<file path="src/rtl/mas_pkg.sv">
package mas_pkg;
    // Clock and timing
    localparam int CLK_HZ = 20_000_000;
    localparam int GLITCH_US = 64;
    localparam int GLITCH_CYC = (GLITCH_US * (CLK_HZ / 1_000_000) > 0) ? GLITCH_US * (CLK_HZ / 1_000_000) : 1;
    localparam int SETTLE_NS = 1000;
    localparam int SETTLE_CYC = (SETTLE_NS * (CLK_HZ / 1_000_000) + 999) / 1000;
    localparam int SCHED_US = 1000;
    localparam int SCHED_CYC_DEF = SCHED_US * (CLK_HZ / 1_000_000);

    // High-voltage monitor trip levels
    localparam int HV_TRIP_W = 9;
    localparam logic [HV_TRIP_W-1:0] HV_TRIP_MAX = 9'h197;
    localparam logic [HV_TRIP_W-1:0] HV_HYST_MIN_DEF = 9'h028;

    // Converter
    localparam int ADC_W = 10;
    localparam int RES_W = 13;
    localparam int RES_HI_W = 8;
    localparam int RES_LO_W = 5;
    localparam int VSUB_W = 4;
    localparam logic [1:0] SRC_HV_CUR = 2'h0;
    localparam logic [1:0] SRC_LV_CUR = 2'h1;
    localparam logic [1:0] SRC_HV_MON = 2'h2;
    localparam logic [1:0] SRC_VOLTAGE_MONITOR_INPUT = 2'h3;
    localparam int AVG_SHIFT = 3;
    localparam int ACC_W = RES_W + AVG_SHIFT;
    localparam int CUR_CH = 2;

    // Temperature
    localparam int TEMP_CH = 3;
    localparam int TRAW_W = 12;
    localparam int TEMP_W = 11;
    localparam int IDEAL_W = 16;
    localparam int IDEAL_FRAC = 14;
    localparam int TOFS_W = 9;
    localparam int TWIDE_W = 32;
    localparam logic signed [TWIDE_W-1:0] KELVIN_Q = 32'sh0000_0445;
    localparam logic signed [TWIDE_W-1:0] TEMP_MAX = 32'sh0000_03ff;
    localparam logic signed [TWIDE_W-1:0] TEMP_MIN = -32'sh0000_0400;
    localparam logic [1:0] SENS_BETA_PNP = 2'h0;
    localparam logic [1:0] SENS_DIFF = 2'h1;
    localparam logic [1:0] SENS_SINGLE = 2'h2;
endpackage : mas_pkg

</file>
<file path="src/rtl/mas_glitch_filter.sv">
`timescale 1ns/1ps
module mas_glitch_filter
    import mas_pkg::*;
#(
    parameter int FILT_CYC = GLITCH_CYC
) (
    // Clock and reset
    input wire logic clk_sys_i,
    input wire logic nrst_i,
    // Comparator
    input wire logic raw_i,
    input wire logic filt_en_i,
    output logic flag_o
);
    localparam int CNT_W = $clog2(FILT_CYC + 1);
    localparam logic [CNT_W-1:0] CNT_LAST = CNT_W'(FILT_CYC - 1);

    logic sync1_reg;
    logic sync2_reg;
    logic [CNT_W-1:0] cnt_reg;

    always_ff @(posedge clk_sys_i or negedge nrst_i) begin
        if (!nrst_i) begin
            sync1_reg <= 1'b0;
            sync2_reg <= 1'b0;
        end else begin
            sync1_reg <= raw_i;
            sync2_reg <= sync1_reg;
        end
    end

    // Any return to the held level restarts the persistence count
    always_ff @(posedge clk_sys_i or negedge nrst_i) begin
        if (!nrst_i) begin
            cnt_reg <= '0;
            flag_o <= 1'b0;
        end else if (!filt_en_i) begin
            cnt_reg <= '0;
            flag_o <= sync2_reg;
        end else if (sync2_reg == flag_o) begin
            cnt_reg <= '0;
        end else if (cnt_reg == CNT_LAST) begin
            cnt_reg <= '0;
            flag_o <= sync2_reg;
        end else begin
            cnt_reg <= cnt_reg + 1'b1;
        end
    end
endmodule : mas_glitch_filter

</file>
<file path="src/rtl/mas_temp_conv.sv">
`timescale 1ns/1ps
module mas_temp_conv
    import mas_pkg::*;
(
    // Clock and reset
    input wire logic clk_sys_i,
    input wire logic nrst_i,
    // Sample from the temperature converter, quarter degrees at unity ideality
    input wire logic sample_valid_i,
    input wire logic signed [TRAW_W-1:0] sample_i,
    // Channel setup
    input wire logic [IDEAL_W-1:0] ideality_recip_i,
    input wire logic signed [TOFS_W-1:0] offset_i,
    // Reading
    output logic valid_o,
    output logic signed [TEMP_W-1:0] reading_o
);
    logic signed [TWIDE_W-1:0] kelvin;
    logic signed [TWIDE_W-1:0] prod;
    logic signed [TWIDE_W-1:0] celsius;

    // Error scales with absolute temperature, so correct in kelvin
    always_comb begin
        kelvin = TWIDE_W'(sample_i) + KELVIN_Q;
        prod = (kelvin * $signed({1'b0, ideality_recip_i})) >>> IDEAL_FRAC;
        celsius = prod - KELVIN_Q + TWIDE_W'(offset_i);
    end

    always_ff @(posedge clk_sys_i or negedge nrst_i) begin
        if (!nrst_i) begin
            valid_o <= 1'b0;
            reading_o <= '0;
        end else begin
            valid_o <= sample_valid_i;
            if (sample_valid_i) begin
                if (celsius > TEMP_MAX) begin
                    reading_o <= TEMP_W'(TEMP_MAX);
                end else if (celsius < TEMP_MIN) begin
                    reading_o <= TEMP_W'(TEMP_MIN);
                end else begin
                    reading_o <= TEMP_W'(celsius);
                end
            end
        end
    end
endmodule : mas_temp_conv

</file>
<file path="src/rtl/mas_monitor_adc_sequencer.sv">
`timescale 1ns/1ps
// Overview of operation
// - Two trip selectors, 408 levels each
// - Comparator flag high above trip level
// - About 1% hysteresis around each setpoint from HV_HYST_MIN up
// - OV/UV select, window and glitch filter
// - Selector picks one of four sources
// - Full scale 2.048 V, attenuate above
// - Voltage inputs divide by three or one
// - High-voltage input divides by eight or four
// - Logic drives selector; three requesters served
// - Scheduled current conversions, eight-sample averaged
// - Voltage results rescaled to 2 mV/LSB
// - Raw 10 bits scaled to 13 bits
// - Result split into 8 and 5 bits
// - Host request routes, converts, latches readout
// - Three temperature channels: two external, one internal
// - Temperature reading 11-bit, 0.25 C/LSB
// - Ideality correction and offset applied
// - Resistance and beta compensation by configuration
// - Window output is B and not A
// - Filtered flag changes after 64 us
module mas_monitor_adc_sequencer
    import mas_pkg::*;
#(
    parameter int SCHED_CYC = SCHED_CYC_DEF,
    parameter logic [HV_TRIP_W-1:0] HV_HYST_MIN = HV_HYST_MIN_DEF
) (
    // Clock and reset
    input wire logic clk_sys_i,
    input wire logic nrst_i,
    // High-voltage monitor comparators
    input wire logic [HV_TRIP_W-1:0] hv_trip_a_i,
    input wire logic [HV_TRIP_W-1:0] hv_trip_b_i,
    input wire logic [1:0] hv_uv_mode_i,
    input wire logic hv_window_i,
    input wire logic hv_glitch_en_i,
    input wire logic [1:0] hv_cmp_raw_i,
    output logic [HV_TRIP_W-1:0] hv_trip_a_o,
    output logic [HV_TRIP_W-1:0] hv_trip_b_o,
    output logic [1:0] hv_hyst_en_o,
    output logic hv_mon_a_o,
    output logic hv_mon_b_o,
    // Converter and selector
    input wire logic adc_done_i,
    input wire logic [ADC_W-1:0] adc_data_i,
    output logic adc_start_o,
    output logic [1:0] conv_src_o,
    output logic [VSUB_W-1:0] vsub_sel_o,
    output logic voltage_monitor_input_div3_o,
    output logic hv_div8_o,
    // Host conversion request and readout
    input wire logic i2c_req_i,
    input wire logic [1:0] i2c_src_i,
    input wire logic [VSUB_W-1:0] i2c_vsel_i,
    input wire logic i2c_vdiv3_i,
    input wire logic i2c_hvdiv8_i,
    input wire logic rd_high_i,
    input wire logic rd_low_i,
    output logic i2c_busy_o,
    output logic i2c_done_o,
    output logic [RES_HI_W-1:0] result_high_o,
    output logic [RES_LO_W-1:0] result_low_o,
    // Trim loop request
    input wire logic trim_req_i,
    input wire logic [VSUB_W-1:0] trim_vsel_i,
    output logic trim_done_o,
    output logic [RES_W-1:0] trim_result_o,
    // Scheduled current averaging
    input wire logic [CUR_CH-1:0] sched_en_i,
    output logic [RES_W-1:0] cur_avg_hv_o,
    output logic [RES_W-1:0] cur_avg_lv_o,
    // Temperature channels, index 2 is the on-die sensor
    input wire logic [TEMP_CH-1:0] temp_valid_i,
    input wire logic signed [TRAW_W-1:0] temp_raw_i [TEMP_CH],
    input wire logic [IDEAL_W-1:0] temp_ideal_i [TEMP_CH],
    input wire logic signed [TOFS_W-1:0] temp_offset_i [TEMP_CH],
    input wire logic [1:0] temp_sensor_cfg_i [TEMP_CH],
    output logic [TEMP_CH-1:0] temp_valid_o,
    output logic signed [TEMP_W-1:0] temp_reading_o [TEMP_CH],
    output logic [TEMP_CH-1:0] beta_comp_en_o,
    output logic [TEMP_CH-1:0] series_comp_en_o
);
    typedef enum logic [1:0] {OWN_I2C, OWN_TRIM, OWN_SCHED_HV, OWN_SCHED_LV} mas_owner_t;
    typedef enum logic [1:0] {ST_IDLE, ST_SETTLE, ST_CONV} mas_state_t;

    localparam int SCHED_W = $clog2(SCHED_CYC + 1);
    localparam int SETTLE_W = $clog2(SETTLE_CYC + 1);

    // Digital multiplier matching the attenuator in use
    function automatic logic [RES_W-1:0] mas_scale(input logic [1:0] src, input logic div3,
                                                   input logic div8, input logic [ADC_W-1:0] raw);
        logic [RES_W-1:0] wide;
        wide = RES_W'(raw);
        case (src)
            SRC_VOLTAGE_MONITOR_INPUT: mas_scale = div3 ? RES_W'(wide * 3) : wide;
            SRC_HV_MON: mas_scale = div8 ? (wide << 3) : (wide << 2);
            default: mas_scale = wide;
        endcase
    endfunction : mas_scale

    function automatic logic [HV_TRIP_W-1:0] mas_trip_clamp(input logic [HV_TRIP_W-1:0] code);
        mas_trip_clamp = (code > HV_TRIP_MAX) ? HV_TRIP_MAX : code;
    endfunction : mas_trip_clamp

    // High-voltage monitor
    logic [1:0] hv_filt;

    // Trip codes beyond the last level are held at the top level
    always_ff @(posedge clk_sys_i or negedge nrst_i) begin
        if (!nrst_i) begin
            hv_trip_a_o <= '0;
            hv_trip_b_o <= '0;
            hv_hyst_en_o <= '0;
        end else begin
            hv_trip_a_o <= mas_trip_clamp(hv_trip_a_i);
            hv_trip_b_o <= mas_trip_clamp(hv_trip_b_i);
            hv_hyst_en_o[0] <= mas_trip_clamp(hv_trip_a_i) >= HV_HYST_MIN;
            hv_hyst_en_o[1] <= mas_trip_clamp(hv_trip_b_i) >= HV_HYST_MIN;
        end
    end

    for (genvar g = 0; g < 2; g++) begin : g_hv_filt
        mas_glitch_filter u_filt (
            .clk_sys_i(clk_sys_i),
            .nrst_i(nrst_i),
            .raw_i(hv_cmp_raw_i[g]),
            .filt_en_i(hv_glitch_en_i),
            .flag_o(hv_filt[g])
        );
    end

    always_ff @(posedge clk_sys_i or negedge nrst_i) begin
        if (!nrst_i) begin
            hv_mon_a_o <= 1'b0;
            hv_mon_b_o <= 1'b0;
        end else begin
            // Window needs trip A above trip B to mean anything
            hv_mon_a_o <= hv_window_i ? (hv_filt[1] & ~hv_filt[0]) : (hv_filt[0] ^ hv_uv_mode_i[0]);
            hv_mon_b_o <= hv_filt[1] ^ hv_uv_mode_i[1];
        end
    end

    // Request bookkeeping
    logic i2c_pend_reg;
    logic [1:0] i2c_src_reg;
    logic [VSUB_W-1:0] i2c_vsel_reg;
    logic i2c_vdiv3_reg;
    logic i2c_hvdiv8_reg;
    logic trim_pend_reg;
    logic [VSUB_W-1:0] trim_vsel_reg;
    logic [CUR_CH-1:0] sched_pend_reg;
    logic [SCHED_W-1:0] sched_cnt_reg;
    logic sched_tick;
    mas_state_t state_reg;
    mas_owner_t owner_reg;
    logic [SETTLE_W-1:0] settle_cnt_reg;
    logic grant;
    logic finish;
    logic [RES_W-1:0] scaled;

    assign sched_tick = (sched_cnt_reg == SCHED_W'(SCHED_CYC - 1));
    assign grant = (state_reg == ST_IDLE) && (i2c_pend_reg || trim_pend_reg || (sched_pend_reg != '0));
    assign finish = (state_reg == ST_CONV) && adc_done_i;
    assign scaled = mas_scale(conv_src_o, voltage_monitor_input_div3_o, hv_div8_o, adc_data_i);

    always_ff @(posedge clk_sys_i or negedge nrst_i) begin
        if (!nrst_i) begin
            sched_cnt_reg <= '0;
        end else begin
            sched_cnt_reg <= sched_tick ? '0 : sched_cnt_reg + 1'b1;
        end
    end

    // A request that lands while its flag is cleared stays pending
    always_ff @(posedge clk_sys_i or negedge nrst_i) begin
        if (!nrst_i) begin
            i2c_pend_reg <= 1'b0;
            i2c_src_reg <= SRC_HV_CUR;
            i2c_vsel_reg <= '0;
            i2c_vdiv3_reg <= 1'b0;
            i2c_hvdiv8_reg <= 1'b0;
        end else if (i2c_req_i) begin
            i2c_pend_reg <= 1'b1;
            i2c_src_reg <= i2c_src_i;
            i2c_vsel_reg <= i2c_vsel_i;
            i2c_vdiv3_reg <= i2c_vdiv3_i;
            i2c_hvdiv8_reg <= i2c_hvdiv8_i;
        end else if (grant && i2c_pend_reg) begin
            i2c_pend_reg <= 1'b0;
        end
    end

    always_ff @(posedge clk_sys_i or negedge nrst_i) begin
        if (!nrst_i) begin
            trim_pend_reg <= 1'b0;
            trim_vsel_reg <= '0;
        end else if (trim_req_i) begin
            trim_pend_reg <= 1'b1;
            trim_vsel_reg <= trim_vsel_i;
        end else if (grant && !i2c_pend_reg) begin
            trim_pend_reg <= 1'b0;
        end
    end

    always_ff @(posedge clk_sys_i or negedge nrst_i) begin
        if (!nrst_i) begin
            sched_pend_reg <= '0;
        end else begin
            for (int c = 0; c < CUR_CH; c++) begin
                if (sched_tick && sched_en_i[c]) begin
                    sched_pend_reg[c] <= 1'b1;
                end else if (grant && !i2c_pend_reg && !trim_pend_reg &&
                             (c == 0 || !sched_pend_reg[0])) begin
                    sched_pend_reg[c] <= 1'b0;
                end
            end
        end
    end

    // Sequencer: host first, then trim, then scheduled currents
    always_ff @(posedge clk_sys_i or negedge nrst_i) begin
        if (!nrst_i) begin
            state_reg <= ST_IDLE;
            owner_reg <= OWN_I2C;
            settle_cnt_reg <= '0;
            adc_start_o <= 1'b0;
            conv_src_o <= SRC_HV_CUR;
            vsub_sel_o <= '0;
            voltage_monitor_input_div3_o <= 1'b1;
            hv_div8_o <= 1'b1;
        end else begin
            adc_start_o <= 1'b0;
            case (state_reg)
                ST_IDLE: begin
                    settle_cnt_reg <= '0;
                    if (grant) begin
                        state_reg <= ST_SETTLE;
                        if (i2c_pend_reg) begin
                            owner_reg <= OWN_I2C;
                            conv_src_o <= i2c_src_reg;
                            vsub_sel_o <= i2c_vsel_reg;
                            voltage_monitor_input_div3_o <= i2c_vdiv3_reg;
                            hv_div8_o <= i2c_hvdiv8_reg;
                        end else if (trim_pend_reg) begin
                            owner_reg <= OWN_TRIM;
                            conv_src_o <= SRC_VOLTAGE_MONITOR_INPUT;
                            vsub_sel_o <= trim_vsel_reg;
                            voltage_monitor_input_div3_o <= 1'b1;
                        end else if (sched_pend_reg[0]) begin
                            owner_reg <= OWN_SCHED_HV;
                            conv_src_o <= SRC_HV_CUR;
                        end else begin
                            owner_reg <= OWN_SCHED_LV;
                            conv_src_o <= SRC_LV_CUR;
                        end
                    end
                end
                ST_SETTLE: begin
                    settle_cnt_reg <= settle_cnt_reg + 1'b1;
                    if (settle_cnt_reg == SETTLE_W'(SETTLE_CYC - 1)) begin
                        adc_start_o <= 1'b1;
                        state_reg <= ST_CONV;
                    end
                end
                ST_CONV: begin
                    if (adc_done_i) begin
                        state_reg <= ST_IDLE;
                    end
                end
                default: state_reg <= ST_IDLE;
            endcase
        end
    end

    always_ff @(posedge clk_sys_i or negedge nrst_i) begin
        if (!nrst_i) begin
            i2c_busy_o <= 1'b0;
            i2c_done_o <= 1'b0;
            trim_done_o <= 1'b0;
            trim_result_o <= '0;
        end else begin
            i2c_busy_o <= i2c_req_i || i2c_pend_reg || (state_reg != ST_IDLE && owner_reg == OWN_I2C && !finish);
            i2c_done_o <= finish && owner_reg == OWN_I2C;
            trim_done_o <= finish && owner_reg == OWN_TRIM;
            if (finish && owner_reg == OWN_TRIM) begin
                trim_result_o <= scaled;
            end
        end
    end

    // Readout: results wait in a stash while a pair is being read
    logic rd_busy_reg;
    logic stash_vld_reg;
    logic [RES_W-1:0] stash_reg;
    logic new_res;

    assign new_res = finish && owner_reg == OWN_I2C;

    always_ff @(posedge clk_sys_i or negedge nrst_i) begin
        if (!nrst_i) begin
            rd_busy_reg <= 1'b0;
            stash_vld_reg <= 1'b0;
            stash_reg <= '0;
            result_high_o <= '0;
            result_low_o <= '0;
        end else begin
            if (rd_high_i) begin
                rd_busy_reg <= 1'b1;
            end else if (rd_low_i) begin
                rd_busy_reg <= 1'b0;
            end
            if (new_res && (rd_busy_reg || rd_high_i) && !rd_low_i) begin
                stash_reg <= scaled;
                stash_vld_reg <= 1'b1;
            end else if (new_res) begin
                {result_high_o, result_low_o} <= scaled;
                stash_vld_reg <= 1'b0;
            end else if (stash_vld_reg && !rd_busy_reg && !rd_high_i) begin
                {result_high_o, result_low_o} <= stash_reg;
                stash_vld_reg <= 1'b0;
            end
        end
    end

    // Eight-sample exponential average per current channel
    logic [ACC_W-1:0] acc_reg [CUR_CH];
    logic [CUR_CH-1:0] acc_init_reg;

    for (genvar c = 0; c < CUR_CH; c++) begin : g_avg
        logic hit;
        assign hit = finish && (owner_reg == (c == 0 ? OWN_SCHED_HV : OWN_SCHED_LV));
        always_ff @(posedge clk_sys_i or negedge nrst_i) begin
            if (!nrst_i) begin
                acc_reg[c] <= '0;
                acc_init_reg[c] <= 1'b0;
            end else if (hit) begin
                acc_init_reg[c] <= 1'b1;
                acc_reg[c] <= acc_init_reg[c] ?
                    acc_reg[c] - (acc_reg[c] >> AVG_SHIFT) + ACC_W'(scaled) :
                    (ACC_W'(scaled) << AVG_SHIFT);
            end
        end
    end

    always_ff @(posedge clk_sys_i or negedge nrst_i) begin
        if (!nrst_i) begin
            cur_avg_hv_o <= '0;
            cur_avg_lv_o <= '0;
        end else begin
            cur_avg_hv_o <= acc_reg[0][ACC_W-1:AVG_SHIFT];
            cur_avg_lv_o <= acc_reg[1][ACC_W-1:AVG_SHIFT];
        end
    end

    // Temperature channels
    for (genvar t = 0; t < TEMP_CH; t++) begin : g_temp
        mas_temp_conv u_conv (
            .clk_sys_i(clk_sys_i),
            .nrst_i(nrst_i),
            .sample_valid_i(temp_valid_i[t]),
            .sample_i(temp_raw_i[t]),
            .ideality_recip_i(temp_ideal_i[t]),
            .offset_i(temp_offset_i[t]),
            .valid_o(temp_valid_o[t]),
            .reading_o(temp_reading_o[t])
        );
        always_ff @(posedge clk_sys_i or negedge nrst_i) begin
            if (!nrst_i) begin
                beta_comp_en_o[t] <= 1'b0;
                series_comp_en_o[t] <= 1'b0;
            end else begin
                beta_comp_en_o[t] <= temp_sensor_cfg_i[t] == SENS_BETA_PNP;
                series_comp_en_o[t] <= temp_sensor_cfg_i[t] == SENS_BETA_PNP ||
                                       temp_sensor_cfg_i[t] == SENS_DIFF;
            end
        end
    end
endmodule : mas_monitor_adc_sequencer

</file>
<file path="config.mk">
export PLATFORM = sky130hd
export DESIGN_NAME = mas_monitor_adc_sequencer
export DESIGN_NICKNAME = d
export VERILOG_FILES = /design/src/rtl/mas_pkg.sv /design/src/rtl/mas_glitch_filter.sv /design/src/rtl/mas_temp_conv.sv /design/src/rtl/mas_monitor_adc_sequencer.sv
export SDC_FILE = /design/constraint.sdc
export NUM_CORES = 2
export LEC_CHECK = 0
export BUFFER_PORTS_ARGS = -buffer_cell sky130_fd_sc_hd__buf_2
export CORE_MARGIN = 5
export CORE_UTILIZATION = 40
export DETAILED_ROUTE_END_ITERATION = 7
export PLACE_DENSITY_LB_ADDON = 0.25
export SETUP_SLACK_MARGIN = 0.4
export SLEW_MARGIN = 20
export SYNTH_ARGS = -nofsm -noshare
export SYNTH_HDL_FRONTEND = slang
export SYNTH_SLANG_ARGS = --single-unit
</file>
<file path="constraint.sdc">
create_clock -name clk_sys_i -period 9.6 [get_ports clk_sys_i]
set_input_delay 1.92 -clock clk_sys_i [delete_from_list [all_inputs] [get_ports clk_sys_i]]
set_output_delay 1.92 -clock clk_sys_i [all_outputs]
set_load 0.02 [all_outputs]
</file>
==> metrics.txt <==
first-pass GRT wire length 154 mm; vias in the first global route 31400; maximum clock rate 96.9 MHz; Async SR Flop Fraction 1.00; ys flop type dfrtp_1; Warnings, synthesis 0; Hold Crit Class flip-flop to flip-flop; Syn Nets 5193; initial core utilization 0.402; count of flip-flops with a built-in enable after synthesis 0; Post-Synthesis Cells 4132; GR Overflow Total 0; Die X-Extent 313 um; gp weighted congestion 0.857; setup ws final -0.718 ns; Skew-Pair Late Insertion Delay 0.56 ns; input/output buffers 302; most frequent cells in the layout 605 x buf_4, 591 x nand2_1, 568 x inv_1; initial antenna violation count 11; arrival time worst endpoint between 10 and 15 ns; dpl hpwl 76.0 mm; Total GRT Usage 0.186; max-slew violations 0; failing checks negative setup slack; Slowest-stage cell, CP or4b_4; CTS Buf Count 27; post-synthesis register bit count 245; routed length per placed instance ~15 um; # H-tree levels 1; Reg clk slew, reported paths about 0.06 ns; layout cells sized above 1 0.259; Max Cap Violations 0; area of the multi-input gates 0.0292 mm2; Cell Area, Synth 0.0367 mm2; crit path time final 10.32 ns; post-synthesis sequential area ratio 0.167; Die ar. 0.0978 mm2; residual DRC count 0; via count 30600; die height about 310 um; Nets about 6000; CORE AREA 0.0912 mm2; crit path capture type flip-flop; Critical Path RT between 10 and 15 ns; Critical Path Max Stage Delay 0.60 ns; Most Frequent Cell on Critical Path fa_1; Largest register FFs 33; CTS root buf clkbuf_16; # fillers 8575; status finished, violations left; ratio of final minimum period to clock period 1.07; CTS sink cnt 245; initial drt markers 1406; reg2reg path depth 16; Syn Area/Cell about 8.9 um2; largest net degree at the start of global routing 155; TNS Setup -21.37 ns; Fin. Hold Viols 0; Post-CTS Hold Buffers 0; P&R area growth vs syn 27.1%; skew final 0.0151 ns; tightest hold margin between 0.3 and 0.4 ns; clock buffer depth 3; Pre-antenna DRT Iters 5; hold path depth 0; CTS tree built; Critical Path Start Type primary input; post-synth cell types 94; Std-Cell Rows 111; RSZ-0062 raised after global routing true; Relative slew margins 0.305; actual slew at the worst max-slew pin 1.04 ns; Worst Path Max Fanout 7; Reg area 0.00613 mm2; total wire length between 90 and 100 mm; post-route ant nets 0; WS Path Type primary input to flip-flop; Boundary Pins 303; most common cell after layout, fill and taps aside buf_4; final setup vio count 33; vias per cell slightly below 5
## timing repair
item                                    CTS  global route
cloned                                    5             0
setup buffers                            34            27
resized for setup                       115           103
pin swaps                               111            83
endpoints found under the setup margin   33            33
## cell type report
| type | instances | share of cell area |
|---|---|---|
| Sequential cell | 245 | 0.132 |
| Timing Repair Buffer | 938 | 0.142 |
| Inverter | 580 | 0.0468 |
| Clock buffer | 33 | 0.0156 |
| Clock inverter | 17 | 0.00505 |
| Antenna cell | 7 | 0.000376 |
| Multi-Input combinational cell | 3155 | 0.627 |
| Tap cell | 1186 | 0.0319 |
## through the flow
step | cells | setup slack, ns | area [um2] | utilization
2_1_floorplan | 4132 | -0.863 | 37300 | -
3_3_place_gp | 6038 | -1.58 | 44000 | 0.483
3_5_place_dp | 6038 | -1.68 | 44000 | 0.483
4_1_cts | 6127 | -0.677 | 45900 | 0.503
5_1_grt | 6157 | -1.10 | 46600 | 0.510
6_report | 6161 | -0.718 | 46600 | 0.510
## cells in the mapped netlist, types with 38 or more instances
cell type / count / area [um2]
nand3_1: 56 / 280
dfrtp_1: 243 / 6080
xnor2_1: 138 / 1210
or2_2: 38 / 238
nand2b_1: 50 / 313
xor2_1: 70 / 613
ha_1: 397 / 4970
a21o_1: 49 / 368
mux2i_1: 39 / 390
o21ai_0: 142 / 711
nor2b_1: 58 / 363
nor3_1: 60 / 300
clkbuf_1: 145 / 544
nand2_1: 604 / 2270
a21oi_1: 140 / 701
nor2_1: 259 / 972
fa_1: 489 / 9790
inv_1: 579 / 2170
and2_1: 186 / 1160
## cell families (layout without fill, tap and decap cells)
logic type,after synthesis,after routing,share of synthesized area
xor gates and xnor gates,208,208,0.0497
adders and majority gates,886,886,0.403
AOI/OAI and AO/OA,586,589,0.106
DFF,245,245,0.167
buffers and inverters,736,1568,0.0758
and+or+nand+nor,1406,1407,0.180
other,0,7,0
muxes,65,65,0.0186
## path summary, 6_finish.rpt
path                       slack [ns]                           from                            end
setup / recovery                -0.72                 temp_raw_i[12]  g_temp[1].u_conv.reading_o[9]
hold / removal                   0.35  g_hv_filt[0].u_filt.sync1_reg  g_hv_filt[0].u_filt.sync2_reg
setup reg to reg                 5.01                  conv_src_o[1]                    acc_reg[15]
hold reg to reg                  0.35  g_hv_filt[0].u_filt.sync1_reg  g_hv_filt[0].u_filt.sync2_reg
max in group asynchronous        6.91                         nrst_i  g_temp[0].u_conv.reading_o[8]
min in group asynchronous        1.36                         nrst_i                    acc_reg[17]
## critical path, delay by kind of cell
kind                       cells  cell delay (ns)
adders and majority gates      9             3.52
AOI/OAI and AO/OA             10             2.34
and+or+nand+nor                9             1.95
buffers and inverters          7             0.69
xor gates and xnor gates       2             0.33
## routing by layer
metal / global-route usage / up-vias / share of wire
met5: 0 / - / 0
met4: 0.0419 / 0 / 0.025
met3: 0.0234 / 105 / 0.038
met2: 0.321 / 467 / 0.49
met1: 0.252 / 15000 / 0.44
li1: - / 15000 / -
Power is left out: the tool's default activity adds up to more than one toggle a clock period on the data nets, which glitch-free logic cannot reach.
